===== config.mk =====
export PLATFORM = sky130hd
export DESIGN_NAME = bss_supervisor
export DESIGN_NICKNAME = d
export VERILOG_FILES = /design/src/hdl/bss_pkg.sv /design/src/hdl/bss_esc_detect.sv /design/src/hdl/bss_supervisor.sv
export SDC_FILE = /design/constraint.sdc
export NUM_CORES = 1
export LEC_CHECK = 0
export BUFFER_PORTS_ARGS = -buffer_cell sky130_fd_sc_hd__buf_2
export CORE_AREA = 2 2 86 88
export DETAILED_ROUTE_END_ITERATION = 16
export DIE_AREA = 0 0 88 90
export PLACE_DENSITY_LB_ADDON = 0.05
export SYNTH_ARGS = -nofsm -noshare
export SYNTH_HDL_FRONTEND = slang
export SYNTH_HIERARCHICAL = 1
export SYNTH_SLANG_ARGS = --single-unit

===== constraint.sdc =====
create_clock -name core_clk_i -period 4.45 [get_ports core_clk_i]
set_clock_uncertainty 0.15 [all_clocks]
set_input_delay 0.445 -clock core_clk_i [delete_from_list [all_inputs] [get_ports core_clk_i]]
set_output_delay 0.445 -clock core_clk_i [all_outputs]
set_load 0.02 [all_outputs]

===== src/hdl/bss_pkg.sv =====
// Shared constants and types for the boot self-test supervisor
package bss_pkg;

    // ==============================================
    // Clock and timing
    // ==============================================
    localparam int unsigned CLK_HZ       = 20_000_000;
    // Host bring-up wait per attempt, in milliseconds
    localparam int unsigned HOST_WAIT_MS = 2000;
    localparam int unsigned HOST_WAIT_DEF_CYC =
        HOST_WAIT_MS * (CLK_HZ / 1000);
    // Host reset pulse between attempts, in microseconds
    localparam int unsigned HOST_RST_US  = 10;
    localparam logic [31:0] HOST_RST_CYC =
        32'(HOST_RST_US * (CLK_HZ / 1_000_000));

    // ==============================================
    // Sequence limits
    // ==============================================
    localparam logic [1:0] MAX_ATTEMPTS = 2'h3;  // Total tries
    localparam logic [2:0] TEST_FIRST   = 3'h0;  // Program sum
    localparam logic [2:0] TEST_LAST_P1 = 3'h4;  // Dual-port mem
    localparam logic [2:0] TEST_LAST    = 3'h6;  // Logic verify
    localparam logic [7:0] ESC_CHAR     = 8'h78; // Escape char
    localparam logic [1:0] ESC_LEN      = 2'h3;  // Chars needed

    // ==============================================
    // Serial report codes
    // ==============================================
    localparam logic [7:0] MSG_P1_DONE   = 8'h01;
    localparam logic [7:0] MSG_FPGA_DONE = 8'h02;
    localparam logic [7:0] MSG_HOST_TMO  = 8'h03;
    localparam logic [7:0] MSG_HOST_BAD  = 8'h04;
    localparam logic [7:0] MSG_HOST_OK   = 8'h05;
    localparam logic [7:0] MSG_UNRECOV   = 8'h06;
    localparam logic [7:0] MSG_REFUSED   = 8'h07;
    localparam logic [7:0] MSG_FALLBACK  = 8'h08;
    localparam logic [7:0] MSG_TEST_FAIL = 8'h10; // Or test index

    // ==============================================
    // Hex display codes and reset values
    // ==============================================
    localparam logic [7:0] HEX_IDLE      = 8'h00;
    localparam logic [7:0] HEX_TEST      = 8'h10; // Or test index
    localparam logic [7:0] HEX_HOST_WAIT = 8'h20; // Or attempt
    localparam logic [7:0] HEX_RUN       = 8'h30;
    localparam logic [7:0] HEX_FAIL_TEST = 8'he0; // Or test index
    localparam logic [7:0] HEX_FAIL_TMO  = 8'hf1;
    localparam logic [7:0] HEX_FAIL_BAD  = 8'hf2;
    localparam logic [7:0] RST_HEX       = HEX_IDLE;
    localparam logic [7:0] RST_MSG       = 8'h00;

    // ==============================================
    // Supervisor states
    // ==============================================
    typedef enum logic [2:0] {
        ST_HOLD      = 3'b000,
        ST_TEST      = 3'b001,
        ST_WAIT_TEST = 3'b010,
        ST_RELEASE   = 3'b011,
        ST_WAIT_HOST = 3'b100,
        ST_RETRY     = 3'b101,
        ST_RUN       = 3'b110,
        ST_FAIL      = 3'b111
    } bss_state_type;

endpackage


===== src/hdl/bss_esc_detect.sv =====
// Escape sequence detector on the received serial byte stream
`timescale 1ns/1ns
`default_nettype none

module bss_esc_detect
    import bss_pkg::*;
(
    input  wire logic       core_clk_i,
    input  wire logic       rst_i,
    input  wire logic       clear_i,
    input  wire logic       rx_valid_i,
    input  wire logic [7:0] rx_byte_i,
    output var  logic       hit_o
);

    // ==============================================
    // Run counter
    // ==============================================
    logic [1:0] run_cnt; // Escape chars seen in a row

    // Any other byte breaks the run, so line noise rarely matches
    always_ff @(posedge core_clk_i)
    begin
        if (rst_i || clear_i)
        begin
            run_cnt <= 2'h0;
        end
        else if (rx_valid_i)
        begin
            if (rx_byte_i != ESC_CHAR)
            begin
                run_cnt <= 2'h0;
            end
            else if (run_cnt == ESC_LEN - 2'h1)
            begin
                run_cnt <= 2'h0;
            end
            else
            begin
                run_cnt <= run_cnt + 2'h1;
            end
        end
    end

    // One-cycle hit on the final escape char
    always_ff @(posedge core_clk_i)
    begin
        if (rst_i || clear_i)
        begin
            hit_o <= 1'b0;
        end
        else
        begin
            hit_o <= rx_valid_i && rx_byte_i == ESC_CHAR &&
                     run_cnt == ESC_LEN - 2'h1;
        end
    end

endmodule
`default_nettype wire


===== src/hdl/bss_supervisor.sv =====
// Boot self-test supervisor: host reset, tests, reports, handover
`timescale 1ns/1ns
`default_nettype none

module bss_supervisor
    import bss_pkg::*;
#(
    parameter int unsigned HOST_WAIT_CYC = HOST_WAIT_DEF_CYC
)
(
    input  wire logic       core_clk_i,
    input  wire logic       rst_i,
    input  wire logic       test_done_i,
    input  wire logic       test_pass_i,
    input  wire logic       host_msg_stb_i,
    input  wire logic       host_msg_ok_i,
    input  wire logic       host_app_fail_i,
    input  wire logic       rx_valid_i,
    input  wire logic [7:0] rx_byte_i,
    input  wire logic       link_reset_i,
    input  wire logic       warm_reboot_cmd_i,
    input  wire logic       out_of_service_state_i,
    output var  logic       test_req_o,
    output var  logic [2:0] test_sel_o,
    output var  logic       host_reset_o,
    output var  logic       msg_stb_o,
    output var  logic [7:0] msg_code_o,
    output var  logic       msg_to_link_o,
    output var  logic       host_serial_route_o,
    output var  logic [7:0] hex_o,
    output var  logic       fallback_boot_o,
    output var  logic       card_failed_o
);

    // Last cycle of one host wait
    localparam logic [31:0] WAIT_LAST = 32'(HOST_WAIT_CYC - 1);

    // Base code with a small index merged into the low bits
    function automatic logic [7:0] with_idx(
        input logic [7:0] base,
        input logic [2:0] idx
    );
        return base | {5'h00, idx};
    endfunction

    // ==============================================
    // Pin synchronisers
    // ==============================================
    logic [5:0] sync_a;  // First stage, read by sync_b only
    logic [5:0] sync_b;  // Safe copy of the pins
    logic [5:0] sync_c;  // Previous safe copy, for edges

    // Host and link pins come from other clock domains
    always_ff @(posedge core_clk_i)
    begin
        if (rst_i)
        begin
            sync_a <= 6'h00;
            sync_b <= 6'h00;
            sync_c <= 6'h00;
        end
        else
        begin
            sync_a <= {host_msg_stb_i, host_msg_ok_i,
                       host_app_fail_i, link_reset_i,
                       warm_reboot_cmd_i, out_of_service_state_i};
            sync_b <= sync_a;
            sync_c <= sync_b;
        end
    end

    logic host_rise;   // New host status message
    logic host_ok;     // Message says all circuits good
    logic app_rise;    // Host application failed to start
    logic link_rise;   // Remote reset over the link
    logic reboot_rise; // Warm reboot command
    logic out_of_service_state;         // Card is out of service
    logic restart;     // Whole sequence starts over

    assign host_rise   = sync_b[5] && !sync_c[5];
    assign host_ok     = sync_b[4];
    assign app_rise    = sync_b[3] && !sync_c[3];
    assign link_rise   = sync_b[2] && !sync_c[2];
    assign reboot_rise = sync_b[1] && !sync_c[1];
    assign out_of_service_state         = sync_b[0];
    // Reboot is ignored while in service
    assign restart     = link_rise || (reboot_rise && out_of_service_state);

    // ==============================================
    // Main sequencer
    // ==============================================
    bss_state_type state;    // Sequencer state
    logic [2:0]    tsel;     // Current test index
    logic [1:0]    attempts; // Host bring-up tries so far
    logic [31:0]   tmr;      // Wait and reset-pulse timer

    // Events seen by reporting and display
    logic ev_test_fail;
    logic ev_tmo;
    logic ev_bad;
    logic ev_ok;
    logic host_fault;

    assign ev_test_fail = !restart && state == ST_WAIT_TEST &&
                          test_done_i && !test_pass_i;
    assign ev_ok  = !restart && state == ST_WAIT_HOST &&
                    host_rise && host_ok;
    assign ev_bad = !restart && state == ST_WAIT_HOST &&
                    host_rise && !host_ok;
    assign ev_tmo = !restart && state == ST_WAIT_HOST &&
                    !host_rise && tmr == WAIT_LAST;
    assign host_fault = ev_bad || ev_tmo;

    // State, test index, attempts and timer
    always_ff @(posedge core_clk_i)
    begin
        if (rst_i || restart)
        begin
            state    <= ST_HOLD;
            tsel     <= TEST_FIRST;
            attempts <= 2'h0;
            tmr      <= 32'h0;
        end
        else
        begin
            unique case (state)
                ST_HOLD:
                begin
                    tsel  <= TEST_FIRST;
                    state <= ST_TEST;
                end
                ST_TEST:
                begin
                    state <= ST_WAIT_TEST;
                end
                ST_WAIT_TEST:
                begin
                    // Any failing test stops before the host
                    if (test_done_i && !test_pass_i)
                    begin
                        state <= ST_FAIL;
                    end
                    else if (test_done_i && tsel == TEST_LAST)
                    begin
                        state <= ST_RELEASE;
                    end
                    else if (test_done_i)
                    begin
                        tsel  <= tsel + 3'h1;
                        state <= ST_TEST;
                    end
                end
                ST_RELEASE:
                begin
                    attempts <= attempts + 2'h1;
                    tmr      <= 32'h0;
                    state    <= ST_WAIT_HOST;
                end
                ST_WAIT_HOST:
                begin
                    tmr <= tmr + 32'h1;
                    if (ev_ok)
                    begin
                        state <= ST_RUN;
                    end
                    else if (host_fault)
                    begin
                        tmr <= 32'h0;
                        // Third failure is final
                        if (attempts == MAX_ATTEMPTS)
                        begin
                            state <= ST_FAIL;
                        end
                        else
                        begin
                            state <= ST_RETRY;
                        end
                    end
                end
                ST_RETRY:
                begin
                    // Host held in reset for a short pulse
                    tmr <= tmr + 32'h1;
                    if (tmr == HOST_RST_CYC - 32'h1)
                    begin
                        state <= ST_RELEASE;
                    end
                end
                ST_RUN:
                begin
                    state <= ST_RUN;
                end
                ST_FAIL:
                begin
                    state <= ST_FAIL;  // Left only by restart
                end
            endcase
        end
    end

    // ==============================================
    // Test engine request
    // ==============================================
    // One-cycle request per test; engine answers with done
    always_ff @(posedge core_clk_i)
    begin
        if (rst_i)
        begin
            test_req_o <= 1'b0;
            test_sel_o <= TEST_FIRST;
        end
        else
        begin
            test_req_o <= state == ST_TEST && !restart;
            test_sel_o <= tsel;
        end
    end

    // ==============================================
    // Host reset and serial routing
    // ==============================================
    // Host runs only between release and a failure or restart
    always_ff @(posedge core_clk_i)
    begin
        if (rst_i)
        begin
            host_reset_o <= 1'b1;
        end
        else
        begin
            host_reset_o <= !(state == ST_RELEASE ||
                              state == ST_WAIT_HOST ||
                              state == ST_RUN);
        end
    end

    // Port stays on the faceplate until the host answers well
    always_ff @(posedge core_clk_i)
    begin
        if (rst_i)
        begin
            msg_to_link_o       <= 1'b0;
            host_serial_route_o <= 1'b0;
        end
        else
        begin
            msg_to_link_o       <= state == ST_RUN;
            host_serial_route_o <= state == ST_RUN;
        end
    end

    // ==============================================
    // Boot fallback
    // ==============================================
    logic esc_hit;  // Escape sequence just completed
    logic booting;  // Host is between reset and success

    assign booting = state == ST_RELEASE ||
                     state == ST_WAIT_HOST ||
                     state == ST_RETRY;

    bss_esc_detect u_esc (
        .core_clk_i (core_clk_i),
        .rst_i      (rst_i),
        .clear_i    (!booting),
        .rx_valid_i (rx_valid_i),
        .rx_byte_i  (rx_byte_i),
        .hit_o      (esc_hit)
    );

    // Sticky until restart; the host reads it at its next boot
    always_ff @(posedge core_clk_i)
    begin
        if (rst_i || restart)
        begin
            fallback_boot_o <= 1'b0;
        end
        else if (esc_hit && booting)
        begin
            fallback_boot_o <= 1'b1;
        end
        else if (app_rise && state != ST_HOLD)
        begin
            fallback_boot_o <= 1'b1;
        end
    end

    // ==============================================
    // Serial report messages
    // ==============================================
    logic fail_said; // Unrecoverable report already sent

    // One code per cycle; faults win over routine notices
    always_ff @(posedge core_clk_i)
    begin
        if (rst_i || restart)
        begin
            msg_stb_o  <= 1'b0;
            msg_code_o <= RST_MSG;
            fail_said  <= 1'b0;
        end
        else
        begin
            msg_stb_o <= 1'b1;
            if (ev_test_fail)
            begin
                msg_code_o <= with_idx(MSG_TEST_FAIL, tsel);
            end
            else if (ev_tmo)
            begin
                msg_code_o <= MSG_HOST_TMO;
            end
            else if (ev_bad)
            begin
                msg_code_o <= MSG_HOST_BAD;
            end
            else if (ev_ok)
            begin
                msg_code_o <= MSG_HOST_OK;
            end
            else if (state == ST_WAIT_TEST && test_done_i &&
                     tsel == TEST_LAST_P1)
            begin
                msg_code_o <= MSG_P1_DONE;
            end
            else if (state == ST_WAIT_TEST && test_done_i &&
                     tsel == TEST_LAST)
            begin
                msg_code_o <= MSG_FPGA_DONE;
            end
            else if (state == ST_FAIL && !fail_said)
            begin
                msg_code_o <= MSG_UNRECOV;
                fail_said  <= 1'b1;
            end
            else if (reboot_rise && !out_of_service_state)
            begin
                msg_code_o <= MSG_REFUSED;
            end
            else if (esc_hit && booting)
            begin
                msg_code_o <= MSG_FALLBACK;
            end
            else
            begin
                msg_stb_o <= 1'b0;
            end
        end
    end

    // ==============================================
    // Hex display and failure flag
    // ==============================================
    logic fail_latched; // First failure code is on display

    // Progress until the first fault, then frozen on its code
    always_ff @(posedge core_clk_i)
    begin
        if (rst_i || restart)
        begin
            hex_o        <= RST_HEX;
            fail_latched <= 1'b0;
        end
        else if (!fail_latched)
        begin
            fail_latched <= ev_test_fail || host_fault;
            if (ev_test_fail)
            begin
                hex_o <= with_idx(HEX_FAIL_TEST, tsel);
            end
            else if (ev_tmo)
            begin
                hex_o <= HEX_FAIL_TMO;
            end
            else if (ev_bad)
            begin
                hex_o <= HEX_FAIL_BAD;
            end
            else if (state == ST_TEST)
            begin
                hex_o <= with_idx(HEX_TEST, tsel);
            end
            else if (state == ST_WAIT_HOST)
            begin
                hex_o <= with_idx(HEX_HOST_WAIT, {1'b0, attempts});
            end
            else if (state == ST_RUN)
            begin
                hex_o <= HEX_RUN;
            end
        end
    end

    // Card is dead until a remote or warm reset
    always_ff @(posedge core_clk_i)
    begin
        if (rst_i)
        begin
            card_failed_o <= 1'b0;
        end
        else
        begin
            card_failed_o <= state == ST_FAIL;
        end
    end
endmodule
`default_nettype wire


Yosys cells after proc, flatten, opt, wreduce, memory -nomap -nowiden
Index checks and enable logic that the tools add are counted.
{"block": "classes", "bitwise": 7, "reduce_logical": 58, "n_addsub": 4, "n_eq_ne": 21, "muxes": 44}
{"op": "$pmux 32 s3", "count": 1}
{"op": "$mux 32", "count": 2}
{"op": "$mux 8", "count": 6}
{"op": "$mux 5", "count": 9}
{"op": "$add 32x1->32 const B", "count": 1}
{"op": "$eq 32x26->1 const B", "count": 1}
{"op": "$eq 32x8->1 const B", "count": 1}
{"op": "$mux 3", "count": 9}
{"op": "$logic_and 1x1->1", "count": 26}
{"op": "$pmux 3 s8", "count": 1}
{"op": "$eq 3x3->1 const B", "count": 6}
{"op": "$logic_not 1->1", "count": 12}
{"op": "$mux 1", "count": 12}
{"op": "$reduce_bool 9->1", "count": 1}
{"op": "$reduce_or 9->1", "count": 1}
{"op": "$eq 8x7->1 const B", "count": 1}
{"op": "$logic_or 1x1->1", "count": 8}
{"op": "$ne 2x2->1 const B", "count": 4}
{"op": "$ne 8x7->1 const B", "count": 1}
{"op": "$not 1->1", "count": 7}
{"op": "$reduce_and 7->1", "count": 1}
{"op": "$eq 3x2->1 const B", "count": 2}
{"op": "$mux 2", "count": 3}
{"op": "$pmux 3 s2", "count": 1}
{"op": "other kinds (13)", "count": 17}
{"block": "totals", "output_inout_bits": 26, "elab_cells": 155, "regBits": 85, "in_bits": 19}

Longest topological paths before layout
{"block": "depth", "word_depth": 13, "mapped_depth": 10, "mapped_depth_nobuf": 7}

Hierarchy
The synthesis kept the hierarchy.
{"mod": "bss_supervisor", "seq_area_each_um2": 1561.5, "area_each_um2": 3618.5, "cells_per_inst": 430, "n_inst": 1}
{"mod": "bss_esc_detect", "seq_area_each_um2": 60.1, "area_each_um2": 140.1, "cells_per_inst": 16, "n_inst": 1}

Worst setup path before layout
No wires, ideal clock.
{"block": "synth_path", "path_kind": "reg-to-reg", "start": "register tmr[0]", "end": "register tmr[10]", "setup_time_ns": 0.064, "path_stages_with_launch": 11, "arrival_ns": 1.930, "path_buffers": 3, "setup_slack_ns": 2.306, "cell_sequence": "dfxtp_1 > ha_1 > and4_1 > nand3_1 > nor3_1 > and2_1 > buf_2 > or3_1 > buf_4 > buf_6 > nor2_1"}
{"block": "synth_between", "elab_chain_len": 6, "word_cells_on_any_way": 7, "cone_classes": "add/sub (1); eq/ne (1); mux (3); reduce/logical (2)"}
{"element": "start, declared", "line_no": "bss_supervisor.sv:95", "source": "logic [31:0] tmr;"}
{"element": "start signal, assigned", "line_no": "bss_supervisor.sv:161", "source": "tmr <= tmr + 32'h1;"}
{"element": "start signal, assigned", "line_no": "bss_supervisor.sv:183", "source": "tmr <= tmr + 32'h1;"}
{"element": "parallel branches: the longest is 5 deep, another holds $add 32x1->32"}
{"element": "$pmux 32 s3 (*)", "line_no": "bss_supervisor.sv:126", "source": "unique case (state)"}
Every way passes the cells marked *.
A chain may end at the register's enable or synchronous reset.

Final worst setup path
{"block": "layout_path", "start": "register state[1]", "end": "register tmr[30]"}
{"block": "layout_between", "elab_chain_len": 8, "word_cells_on_any_way": 14, "cone_classes": "eq/ne (3); mux (3); reduce/logical (8)"}
{"element": "start, declared", "line_no": "bss_supervisor.sv:92", "source": "bss_state_type state;"}
{"element": "start signal, assigned", "line_no": "bss_supervisor.sv:119", "source": "state <= ST_HOLD;"}
{"element": "start signal, assigned", "line_no": "bss_supervisor.sv:130", "source": "state <= ST_TEST;"}
{"element": "start signal, assigned", "line_no": "bss_supervisor.sv:134", "source": "state <= ST_WAIT_TEST;"}
{"element": "$eq 3x3->1"}
{"element": "$logic_and 1x1->1", "line_no": "bss_supervisor.sv:106, bss_supervisor.sv:108, bss_supervisor.sv:110"}
{"element": "$logic_and 1x1->1 (on tied branches)", "line_no": "bss_supervisor.sv:106, bss_supervisor.sv:108, bss_supervisor.sv:110"}
{"element": "$logic_and 1x1->1 (on tied branches)", "line_no": "bss_supervisor.sv:109, bss_supervisor.sv:111"}
{"element": "$logic_or 1x1->1", "line_no": "bss_supervisor.sv:112", "source": "assign host_fault = ev_bad || ev_tmo;"}
{"element": "$mux 32", "line_no": "bss_supervisor.sv:166", "source": "else if (host_fault)"}
{"element": "$mux 32", "line_no": "bss_supervisor.sv:162", "source": "if (ev_ok)"}
{"element": "$pmux 32 s3", "line_no": "bss_supervisor.sv:126"}
Several ways; a longest one is shown, not always the timed one.

==> run summary <==
Seq pwr share -> 0.461
Met1 wire length -> 3760 um
WP data required -> 4510 ps
Worst Path Buf+Inv -> 1
P_int -> 1210 uW
P&R area growth vs syn -> 10.8%
Pin count of the biggest net entering global routing -> 28
DP Area -> 3950 sq um
Clock slew at reported path FFs -> 80 ps
Worst EP arrival -> 3190 ps
CTS Sinks -> 81
Switching share of total power -> 0.318
Nets -> 501
Max layer used -> met4
Dominant synthesized flop cell -> dfxtp_1
Max Cap Viol -> 0
# Post-CTS Setup Buffers -> 0
EDFF count, synth -> 0
Register area -> 1620 sq um
Remaining DRCs -> 0
Detailed-route via count -> 3,307
Ratio of cells with drive above 1 in the final layout -> 0.133
Clock buffer depth -> 2
Die ar. -> 7920 sq um
Area of the multi-input gates -> 1970 sq um
GRT Util Overall -> 0.234
Final min period -> 3130 ps
Highest Clock Rate -> 320 MHz
Placed wire-length estimate -> 6160 um
Final setup vio count -> 0
Setup ws final -> 1320 ps
Root Driver -> clkbuf_8
Synth area leaders -> dfxtp_1, nor2_1, nand2_1
# diodes -> 0
Slew Viols, Final -> 0
Synth top cells by count -> dfxtp_1, nor2_1, nand2_1
DIE HEIGHT -> 90 um
Hold wc startpoint -> link_reset_i
Post-route cell area -> 4170 sq um
CTS tree -> done
Worst slew margin -> 0.370
Worst reg2reg path depth -> 7
Area share of the largest cell type after synthesis -> 0.431
CTS HTree Levels -> 3
# IOs -> 45
Status -> finished, final reports clean
Initial antenna violation count -> 0
FF-to-FF End -> tmr[30]$_SDFFE_PP0P_
Drt pass-1 iters -> 5
NetSw -> 567 uW
YS warnings -> 6
Critical path cell sequence -> and3b_1 -> or2_0 -> inv_1 -> nor3_1 -> nand4_1 -> xor2_1 -> nor2_1
Comb power frac -> 0.207
Global-route wire length before repair -> 14,500 um
GRT Residual Overflow -> 0
Final Hold Viols -> 0
PD cells -> 428 nW/um^2
Delay-heaviest family, CP -> simple AND/OR/NAND/NOR gates
Post-cts sizing count -> 0
Die outline width -> 88 um
Antenna viol nets, final -> 0
HP Class -> input pin to flip-flop
Tightest Pin Transition -> 941 ps
Clock latency on the worst-skew pair -> 350 ps
Average cell area after synthesis -> 8.43 sq um
Layout fillers -> 635
Synth unique cells -> 54
Yosys reg bits -> 81
Critical Path Slowest Stage Cell -> dfxtp_1
Count leader, synth -> dfxtp_1
Core area -> 7020 sq um
Post-synthesis cell area -> 3760 sq um
Share of the yosys chip area belonging to registers -> 0.431
Via density -> 5.69
Fin Hold WS -> 146 ps
Port bufs -> 40
Worst hold path endpoint -> sync_a[2]$_SDFF_PP0_
Reg-to-reg startpoint -> state[1]$_SDFFE_PP0P_
CP max FO -> 17
Routed wire length -> 8620 um
Peak supply drop -> 0.241 mV
CP Class -> flip-flop to flip-flop
Starting Density -> 0.535
Yosys top cell by area -> dfxtp_1
Clock Power Share -> 0.332
WL/cell -> 14.8 um
Met2 Wirelength -> 4060 um
CP startpoint kind -> flip-flop
Worst Hold Depth -> 2
Largest stage delay on the critical path -> 650 ps
Reg-to-reg slack, setup -> 1320 ps
RSZ-0062 raised after global routing -> no
Hold-fix buffers, CTS -> 0
Placer congestion estimate -> 0.997
Met3 wire len -> 534 um
Pre-CTS setup slack -> 1430 ps
Asr flop ratio synth -> 0
Num CTS Buffers -> 9
Period utilization -> 0.702
Vias in the first global route -> 3,118
P_leak -> 0.00163 uW
Gate Count Post-Synth -> 446
Initial DRC count -> 183
Fin Setup TNS -> 0 ps
Standard-cell rows -> 31
CP Capture Type -> flip-flop
-- per-stage QoR --
stage	total power (uW)	utilization	std cells
finish	1780	0.593	581
CTS	1790	0.593	581
global route	1880	0.593	581
global placement	1200	0.562	565
detailed placement	1200	0.562	565
floorplan	1130	-	449
-- layout by cell type, fill, tap and decap left out, types with 7 or more instances in the layout --
cell type,count
buf_2,40
and3_1,7
dfxtp_1,81
a21oi_1,24
xor2_1,16
o21ai_0,15
xnor2_1,8
nor2b_1,22
nor2_1,59
nand3_1,21
nand2_1,43
nor4_1,11
clkbuf_8,9
inv_1,9
nor3_1,10
nand4_1,13
-- worst register-to-register path: stages, from the launching register on --
cell	delay [ps]
dfxtp_1	650
and3b_1	460
or2_0	480
inv_1	220
nor3_1	600
nand4_1	200
xor2_1	180
nor2_1	50
-- power groups by stage --
stage	logic, uW	registers (uW)	clock network [uW]
floorplan	294	836	0
global placement	365	833	0
detailed placement	367	835	0
CTS	369	818	601
global route	415	829	635
finish	369	820	592
-- cells by family after synthesis --
family	Yosys count	synth area share
compound gates	74	0.124
simple gates	227	0.317
xor+xnor	24	0.0559
mux	2	0.00533
buf+inv	32	0.0486
flops	81	0.431
fa+ha+maj	5	0.0166
other cells	1	0.000998
-- cell type report --
class                   instances  share of cell area
clock buffers                  10              0.0306
clock inverters                 6              0.0222
inverters                       9             0.00811
multi-input cells             336               0.472
flip-flops and latches         81               0.389
well taps                      99              0.0297
repair buffers                 40              0.0481
-- worst max path at each step --
stage	from	to	depth (start not counted)
3_3_place_gp	state[1]$_SDFFE_PP0P_	tmr[30]$_SDFFE_PP0P_	7
4_1_cts	state[1]$_SDFFE_PP0P_	tmr[30]$_SDFFE_PP0P_	7
6_report	state[1]$_SDFFE_PP0P_	tmr[30]$_SDFFE_PP0P_	7
3_5_place_dp	state[1]$_SDFFE_PP0P_	tmr[30]$_SDFFE_PP0P_	7
5_1_grt	state[1]$_SDFFE_PP0P_	tmr[30]$_SDFFE_PP0P_	7
2_1_floorplan	tmr[0]$_SDFFE_PP0P_	tmr[10]$_SDFFE_PP0P_	10
-- flip-flops by register name (all words and copies together), names as in the netlist, 2 cells and up --
name           count
test_sel_o         3
sync_a             6
hex_o              6
u_esc/run_cnt      2
state              3
tmr               32
tsel               3
sync_b             6
attempts           2
msg_code_o         5
sync_c             4
-- layer usage --
layer / vias to the layer above / track usage
met5: - / 0
met4: 0 / 0.0923
met3: 31 / 0.0634
met2: 111 / 0.363
met1: 1535 / 0.305
li1: 1630 / -
(Power assumes the default switching activity.)
